### src/verilog/tscfg_defs.vh
// Purpose: command codes, field positions and reset values of the sensor configuration bank
// Assumes: 8-bit registers addressed by SMBus command codes
// Notes:   definitions only
`ifndef TSCFG_DEFS_VH
`define TSCFG_DEFS_VH

// read command codes
`define TSCFG_RD_CFG        8'h03
`define TSCFG_RD_RATE       8'h04
`define TSCFG_RD_LHI        8'h05
`define TSCFG_RD_LLO        8'h06
`define TSCFG_RD_RHI        8'h07
`define TSCFG_RD_RLO        8'h08
`define TSCFG_RD_STATUS     8'h02
// write command codes
`define TSCFG_WR_CFG        8'h09
`define TSCFG_WR_RATE       8'h0A
`define TSCFG_WR_LHI        8'h0B
`define TSCFG_WR_LLO        8'h0C
`define TSCFG_WR_RHI        8'h0D
`define TSCFG_WR_RLO        8'h0E
`define TSCFG_WR_ONESHOT    8'h0F

// configuration field positions
`define TSCFG_CFG_MASK_BIT  7
`define TSCFG_CFG_SD_BIT    6
`define TSCFG_CFG_PIN_BIT   5
`define TSCFG_CFG_RANGE_BIT 2
`define TSCFG_CFG_LEAK_BIT  0
// status field position of the local-high flag
`define TSCFG_STAT_LHI_BIT  6

// reset values
`define TSCFG_RST_CFG       8'h00
`define TSCFG_RST_RATE      8'h08
`define TSCFG_RST_LHI       8'h55
`define TSCFG_RST_LLO       8'h00
`define TSCFG_RST_RHI       8'h55
`define TSCFG_RST_RLO       8'h00
`define TSCFG_RST_BYTE      8'h00

`endif

### src/verilog/tscfg_reg8.v
// Purpose: one 8-bit read/write register with a constant reset value
// Assumes: write strobe and data synchronous to clk_i
// Notes:   reset value is a parameter so each register gets its power-on value
`timescale 1ns/100ps
module tscfg_reg8 #(
    parameter [7:0] RST_VAL = 8'h00
) (
    input  wire       clk_i,
    input  wire       rst_n_i,
    input  wire       we_i,
    input  wire [7:0] wdata_i,
    output reg  [7:0] q_o
);
    // storage, constant under reset
    always @(posedge clk_i or negedge rst_n_i) begin
        if (!rst_n_i) begin
            q_o <= RST_VAL;
        end else if (we_i) begin
            q_o <= wdata_i;
        end
    end
endmodule // tscfg_reg8

### src/verilog/tscfg_oneshot.v
// Purpose: conversion sequencer: continuous or single conversion from shutdown
// Assumes: conv_done_i pulses once when the converter finishes a conversion
// Notes:   a trigger arriving during a running one-shot is absorbed
`timescale 1ns/100ps
module tscfg_oneshot (
    input  wire clk_i,
    input  wire rst_n_i,
    input  wire shutdown_i,
    input  wire trigger_i,
    input  wire conv_done_i,
    output reg  conv_run_o
);
    localparam [2:0] ST_IDLE = 3'b001;
    localparam [2:0] ST_CONT = 3'b010;
    localparam [2:0] ST_ONE  = 3'b100;

    reg [2:0] state_reg;
    reg [2:0] state_next;

    // next state
    always @* begin
        state_next = state_reg;
        case (state_reg)
            ST_IDLE: begin
                if (!shutdown_i)
                    state_next = ST_CONT;
                else if (trigger_i)
                    state_next = ST_ONE;
            end
            ST_CONT: begin
                // shutdown takes effect between conversions
                if (shutdown_i && conv_done_i)
                    state_next = ST_IDLE;
            end
            ST_ONE: begin
                // exactly one conversion, then back to shutdown, or on to continuous if shutdown was cleared meanwhile
                if (conv_done_i)
                    state_next = shutdown_i ? ST_IDLE : ST_CONT;
            end
            default: state_next = ST_IDLE;
        endcase
    end

    // state and registered run output
    always @(posedge clk_i or negedge rst_n_i) begin
        if (!rst_n_i) begin
            state_reg  <= ST_IDLE;
            conv_run_o <= 1'b0;
        end else begin
            state_reg  <= state_next;
            conv_run_o <= state_next[1] | state_next[2];
        end
    end
endmodule // tscfg_oneshot

### src/verilog/tscfg_regs.v
// Purpose: configuration and limit register bank of a local/remote temperature sensor
// Assumes: SMBus byte engine outside delivers command code and data strobes on clk_i
// Notes:   limits drive comparators against the measurement results given on ports
//
// Summary of operation
// - config bit 7 set suppresses the alert output; clear leaves it active
// - config bit 6 set is shutdown; clear gives continuous conversions
// - config bit 5 picks alert (0) or second thermal output (1) on shared pin
// - config bit 2 picks range 0..127 (0) or extended -64..191 (1)
// - config bit 0 enables low bus voltage leakage blocking control; resets zero
// - rate register holds 4-bit rate in bits 3:0, resets 08h, upper bits stored
// - rate read with 04h, written with 0Ah, one storage
// - local high limit, read 05h write 0Bh, resets 55h, compared to local
// - local low limit, read 06h write 0Ch, resets 00h, compared to local
// - remote high limit byte, read 07h write 0Dh, resets 55h, compared
// - remote low limit byte, read 08h write 0Eh, resets 00h, compared
// - config read with 03h, written with 09h, resets 00h
// - local-high flag sets on excess, clears on status read once condition gone
// - write to 0Fh in shutdown runs exactly one conversion then returns
`timescale 1ns/100ps
`include "tscfg_defs.vh"
module tscfg_regs (
    input  wire       clk_i,
    input  wire       rst_n_i,
    input  wire [7:0] cmd_i,
    input  wire       wr_i,
    input  wire [7:0] wdata_i,
    input  wire       rd_i,
    input  wire [7:0] local_temp_i,
    input  wire [7:0] remote_temp_i,
    input  wire       conv_done_i,
    output reg  [7:0] rdata_o,
    output reg        rvalid_o,
    output reg        alert_out_n_o,
    output reg        thermal_out2_n_o,
    output reg        conv_run_o,
    output reg        range_ext_o,
    output reg        low_bus_voltage_leak_ctl_o,
    output reg  [3:0] conv_rate_sel_o,
    output reg        local_over_flag_o
);
    wire [7:0] device_configuration;
    wire [7:0] conversion_rate;
    wire [7:0] local_upper_threshold;
    wire [7:0] local_lower_threshold;
    wire [7:0] remote_upper_threshold_hi;
    wire [7:0] remote_lower_threshold_hi;
    wire       run_w;
    reg        local_over_flag_reg;
    reg        local_over_flag_next;
    reg  [7:0] rdata_next;
    reg        rhit_next;

    // write decode on write codes only
    wire we_cfg  = wr_i && (cmd_i == `TSCFG_WR_CFG);
    wire we_rate = wr_i && (cmd_i == `TSCFG_WR_RATE);
    wire we_lhi  = wr_i && (cmd_i == `TSCFG_WR_LHI);
    wire we_llo  = wr_i && (cmd_i == `TSCFG_WR_LLO);
    wire we_rhi  = wr_i && (cmd_i == `TSCFG_WR_RHI);
    wire we_rlo  = wr_i && (cmd_i == `TSCFG_WR_RLO);

    tscfg_reg8 #(.RST_VAL(`TSCFG_RST_CFG)) u_cfg (
        .clk_i   (clk_i),
        .rst_n_i (rst_n_i),
        .we_i    (we_cfg),
        .wdata_i (wdata_i),
        .q_o     (device_configuration)
    );
    tscfg_reg8 #(.RST_VAL(`TSCFG_RST_RATE)) u_rate (
        .clk_i   (clk_i),
        .rst_n_i (rst_n_i),
        .we_i    (we_rate),
        .wdata_i (wdata_i),
        .q_o     (conversion_rate)
    );
    tscfg_reg8 #(.RST_VAL(`TSCFG_RST_LHI)) u_lhi (
        .clk_i   (clk_i),
        .rst_n_i (rst_n_i),
        .we_i    (we_lhi),
        .wdata_i (wdata_i),
        .q_o     (local_upper_threshold)
    );
    tscfg_reg8 #(.RST_VAL(`TSCFG_RST_LLO)) u_llo (
        .clk_i   (clk_i),
        .rst_n_i (rst_n_i),
        .we_i    (we_llo),
        .wdata_i (wdata_i),
        .q_o     (local_lower_threshold)
    );
    tscfg_reg8 #(.RST_VAL(`TSCFG_RST_RHI)) u_rhi (
        .clk_i   (clk_i),
        .rst_n_i (rst_n_i),
        .we_i    (we_rhi),
        .wdata_i (wdata_i),
        .q_o     (remote_upper_threshold_hi)
    );
    tscfg_reg8 #(.RST_VAL(`TSCFG_RST_RLO)) u_rlo (
        .clk_i   (clk_i),
        .rst_n_i (rst_n_i),
        .we_i    (we_rlo),
        .wdata_i (wdata_i),
        .q_o     (remote_lower_threshold_hi)
    );

    wire shutdown_ctl            = device_configuration[`TSCFG_CFG_SD_BIT];
    wire alert_out_mask          = device_configuration[`TSCFG_CFG_MASK_BIT];
    wire shared_pin_function_sel = device_configuration[`TSCFG_CFG_PIN_BIT];

    // one-shot trigger only while in shutdown
    tscfg_oneshot u_seq (
        .clk_i       (clk_i),
        .rst_n_i     (rst_n_i),
        .shutdown_i  (shutdown_ctl),
        .trigger_i   (wr_i && (cmd_i == `TSCFG_WR_ONESHOT) && shutdown_ctl),
        .conv_done_i (conv_done_i),
        .conv_run_o  (run_w)
    );

    // limit comparisons, unsigned whole degrees
    wire local_over   = local_temp_i  > local_upper_threshold;
    wire local_under  = local_temp_i  < local_lower_threshold;
    wire remote_over  = remote_temp_i > remote_upper_threshold_hi;
    wire remote_under = remote_temp_i < remote_lower_threshold_hi;
    wire any_limit    = local_over | local_under | remote_over | remote_under;
    wire status_rd    = rd_i && (cmd_i == `TSCFG_RD_STATUS);

    // sticky flag; set wins over the read clear
    always @* begin
        local_over_flag_next = local_over_flag_reg;
        if (conv_done_i && local_over)
            local_over_flag_next = 1'b1;
        else if (status_rd && !local_over)
            local_over_flag_next = 1'b0;
    end

    // read mux answers only read codes
    always @* begin
        rdata_next = `TSCFG_RST_BYTE;
        rhit_next  = 1'b1;
        case (cmd_i)
            `TSCFG_RD_CFG:  rdata_next = device_configuration;
            `TSCFG_RD_RATE: rdata_next = conversion_rate;
            `TSCFG_RD_LHI:  rdata_next = local_upper_threshold;
            `TSCFG_RD_LLO:  rdata_next = local_lower_threshold;
            `TSCFG_RD_RHI:  rdata_next = remote_upper_threshold_hi;
            `TSCFG_RD_RLO:  rdata_next = remote_lower_threshold_hi;
            `TSCFG_RD_STATUS: begin
                rdata_next = `TSCFG_RST_BYTE;
                rdata_next[`TSCFG_STAT_LHI_BIT] = local_over_flag_reg;
            end
            default: rhit_next = 1'b0; // write-only or unknown code reads zero
        endcase
    end

    // registered outputs
    always @(posedge clk_i or negedge rst_n_i) begin
        if (!rst_n_i) begin
            local_over_flag_reg        <= 1'b0;
            rdata_o                    <= `TSCFG_RST_BYTE;
            rvalid_o                   <= 1'b0;
            alert_out_n_o              <= 1'b1;
            thermal_out2_n_o           <= 1'b1;
            conv_run_o                 <= 1'b0;
            range_ext_o                <= 1'b0;
            low_bus_voltage_leak_ctl_o <= 1'b0;
            conv_rate_sel_o            <= 4'h8;
            local_over_flag_o          <= 1'b0;
        end else begin
            local_over_flag_reg <= local_over_flag_next;
            local_over_flag_o   <= local_over_flag_next;
            rvalid_o            <= rd_i;
            if (rd_i)
                rdata_o <= rhit_next ? rdata_next : `TSCFG_RST_BYTE;
            alert_out_n_o    <= ~(!shared_pin_function_sel && !alert_out_mask && local_over_flag_next);
            thermal_out2_n_o <= ~(shared_pin_function_sel && any_limit);
            conv_run_o <= run_w;
            range_ext_o <= device_configuration[`TSCFG_CFG_RANGE_BIT];
            low_bus_voltage_leak_ctl_o <= device_configuration[`TSCFG_CFG_LEAK_BIT];
            // low nibble is the rate select
            conv_rate_sel_o <= conversion_rate[3:0];
        end
    end
endmodule // tscfg_regs

### config.mk
export PLATFORM = sky130hd
export DESIGN_NAME = tscfg_regs
export DESIGN_NICKNAME = d
export VERILOG_FILES = /design/src/verilog/tscfg_reg8.v /design/src/verilog/tscfg_oneshot.v /design/src/verilog/tscfg_regs.v
export VERILOG_INCLUDE_DIRS = /design/src /design/src/verilog
export SDC_FILE = /design/constraint.sdc
export NUM_CORES = 1
export LEC_CHECK = 0
export BUFFER_PORTS_ARGS = -buffer_cell sky130_fd_sc_hd__buf_2
export CAP_MARGIN = 0
export CORE_MARGIN = 3
export CORE_UTILIZATION = 52
export DETAILED_ROUTE_END_ITERATION = 7
export HOLD_SLACK_MARGIN = 0.15
export PLACE_DENSITY = 0.8
export SETUP_SLACK_MARGIN = 0.15
export SLEW_MARGIN = 10
export SYNTH_ARGS = -nofsm -noshare
export SYNTH_HDL_FRONTEND = slang
export SYNTH_HIERARCHICAL = 1
export SYNTH_SLANG_ARGS = --single-unit
### constraint.sdc
create_clock -name clk_i -period 1.7 [get_ports clk_i]
set_input_delay 0.085 -clock clk_i [delete_from_list [all_inputs] [get_ports clk_i]]
set_output_delay 0.085 -clock clk_i [all_outputs]
set_load 0.03 [all_outputs]
==> key figures <==
Status
  – Status: complete, but fails checks
  – Violated checks: negative setup slack

Route
  – Vias: 2,884
  – First-pass DRT Iterations: 4
  – Drt wl/cell: 17.85 um
  – Routed Antenna Nets: 0
  – WL final: 9247 um
  – Initial DRC count: 148
  – Via density: 5.568
  – Number of remaining DRC errors: 0

Yosys
  – Mapped cell area: 4088 um2
  – Seq/Total Area, Yosys: 0.4386
  – Biggest area consumer among synthesized cells: dfrtp_1
  – Asr flop ratio synth: 1.000
  – Top post-synthesis cells by count: 58 x dfrtp_1, 48 x mux2_4, 34 x inv_1
  – Syn nets: 405
  – Yosys top cell area share: 0.3551
  – Top_reg_cell synth: dfrtp_1
  – Number of synthesized flops with an enable pin: 0
  – Mean Syn Cell Area: 12.09 um2
  – Yosys cell types: 46
  – #FFs+latches synth: 71
  – Synth warn: 6
  – Mapped Cells: 338
  – Ranking of synthesized cells by area: dfrtp_1 36%, mux2_4 18%, ha_1 9.2%
  – Top-count cell post-synth: dfrtp_1

Critical path
  – Crit. End Element: flip-flop
  – Maximum fanout along the worst path: 3
  – Reg2reg setup slack: -0.0004 ns
  – Worst r2r dst: local_over_flag_reg$_DFF_PN0_
  – Critical path type: flip-flop to flip-flop
  – Critical Path RT: 1.94 ns
  – R2R Path Start: u_lhi/q_o[6]$_DFFE_PN1P_
  – CP startpoint kind: flip-flop
  – Worst EP arrival: 1.94 ns
  – Register-to-Register Path Depth: 7

Timing
  – Maximum clock frequency: 588.1 MHz
  – RSZ-0062 raised after global routing: true
  – Period utilization: 1.000
  – Slew margin rel.: 0.5962
  – Clock Skews: 0.007236 ns
  – Fin. Hold Viols: 0
  – Setup violations, final: 1
  – Worst setup margin: -0.0003961 ns
  – Min cycle time layout: 1.700 ns
  – Slew @ Worst Pin: 0.6045 ns
  – Final-report max-slew violation count: 0
  – Hold slack: 0.2060 ns

Clocking
  – Root Buffer Master: clkbuf_8
  – CTS Buf Count: 9
  – H-tree depth: 3
  – Clk_lat worst skew: 0.35 ns
  – Clock transition at the registers of the reported paths: 0.07 ns
  – TritonCTS clock tree: yes
  – Clock buffer depth: 2
  – Sink Count: 71

GRT
  – Largest net degree at the start of global routing: 72
  – Vias in the first global route: 3,000
  – All-layer global routing usage: 0.2224
  – First-pass GRT wire length: 15,090 um
  – Initial antenna violation count: 0
  – Gr ovfl total: 0

Layout
  – Ant. Diodes: 0
  – Number of fill cells: 586
  – Area Growth Syn to Fin: 17.63%
  – Layout cells sized above 1: 0.3914
  – Final Cell Area: 4808 um2
  – Area occupied by multi-input gates: 2085 um2
  – # nets final: 481
  – Sequential cell area: 1793 um2

Floorplan
  – Die width: 94.66 um
  – I/O Pins: 56
  – Core box area: 7447 um2
  – Initial Util: 0.5489
  – Die Y: 94.66 um
  – FP Rows: 31
  – Die area: 8961 um2

Placed design
  – Pre-CTS WS: -0.02832 ns
  – Gpl congestion: 0.8594
  – Port Buf Inserts: 55
  – Area after DPL: 4474 um2
  – DP HPWL: 6979 um

Hold path
  – Hold path cells: 4
  – Hold Crit Class: input pin to flip-flop
  – WHS Endpoint: rdata_o[6]$_DFFE_PN0P_
  – Launch point of the worst hold path: cmd_i[3]

Flow run
  – Max_cap viols: 0

Power and ir drop
  – Leakage Power: 0.002170 uW
  – Worst VDD drop: 395.0 uV
  – P per Cell Area: 797.7 nW/um2
==> report_power, final <==
part	total, uW	internal, uW	leakage [uW]	switching [uW]
clock network	1250	603	0.0000873	645
logic	659	311	0.00116	348
registers	1930	1830	0.000922	102
total	3840	2740	0.00217	1100
==> placed cells by master, fill, tap and decap left out, drive strengths merged, types with 2 or more instances in the layout <==
cell type	synthesis	final
nand2	15	15
nand4	4	4
o21ai	18	18
dlygate4sd3	0	11
nand4b	2	2
o22ai	2	2
nor2	18	18
ha	30	30
dfrtp	58	58
a211o	2	2
clkinv	0	2
inv	34	34
mux2	49	49
a31oi	2	2
clkbuf	1	11
dfstp	13	13
mux4	7	7
nor2b	9	9
o211ai	4	4
a21oi	22	22
nor4	3	3
buf	13	68
a22oi	6	6
nand3	6	6
and3	2	2
nand2b	4	4
clkinvlp	0	3
nor3	2	2
==> logic make-up (layout without fill, tap and decap cells) <==
logic type      after synthesis  in the layout  share of synthesized area
flops                        71             71                     0.4386
simple gates                 69             69                    0.09091
compound gates               64             64                    0.09918
mux                          56             56                     0.2176
buf+inv                      48            129                    0.06183
fa+ha+maj                    30             30                    0.09183
==> layout make-up <==
class                           count  share of cell area
Sequential cell                    71              0.3729
Clock buffer                       11             0.03149
Timing Repair Buffer               79              0.1030
Inverter                           34             0.02654
Clock inverter                      5            0.006766
Tap cell                           99             0.02576
Multi-Input combinational cell    219              0.4335
==> worst max-delay path by stage <==
stage                                   from                       endpoint  slack [ns]  cells after the start
floorplan           u_lhi/q_o[6]$_DFFE_PN1P_        alert_out_n_o$_DFF_PN1_        0.15                      7
global placement    u_lhi/q_o[6]$_DFFE_PN1P_  local_over_flag_reg$_DFF_PN0_        0.01                      7
detailed placement  u_lhi/q_o[6]$_DFFE_PN1P_  local_over_flag_reg$_DFF_PN0_       -0.03                      7
CTS                 u_lhi/q_o[4]$_DFFE_PN1P_  local_over_flag_reg$_DFF_PN0_      -0.007                      7
global route        u_lhi/q_o[4]$_DFFE_PN1P_  local_over_flag_reg$_DFF_PN0_       -0.12                      7
finish              u_lhi/q_o[6]$_DFFE_PN1P_  local_over_flag_reg$_DFF_PN0_     -0.0004                      7
==> critical path, cell delays in order (launching register included) <==
cell and delay (ns):
dfstp_2 0.57, inv_2 0.05, ha_4 0.25, nand4_1 0.15, nor2_1 0.13, a211o_1 0.14, nand3_1 0.10, a22o_1 0.20
==> routing by layer <==
layer  GRT usage  vias up  wire [um]
met2      0.3535       85       4408
met4     0.08534        0        203
met1      0.2990     1422       4222
met3     0.04701       18        413
met5           0        -          0
li1            -     1359          -
==> stage by stage <==
stage | power [uW] | instances | utilization | TNS (ns)
final | 3836 | 518 | 0.6457 | -0.0003961
after CTS | 3846 | 518 | 0.6455 | -0.007000
after global routing | 4020 | 518 | 0.6457 | -0.2717
after global placement | 2541 | 490 | 0.6008 | 0
after detailed placement | 2582 | 490 | 0.6008 | -0.03200
after floorplan | 2340 | 338 | - | 0
==> what timing repair did <==
action                     4_1_cts  5_1_grt
hold endpoints to repair       125        0
hold buffers                    11        0
setup endpoints to repair        3        3
setup buffers                    1        0
gates resized for setup          6        1
pin swaps                        5        2
Note: power is estimated with default switching activity, not from simulation.
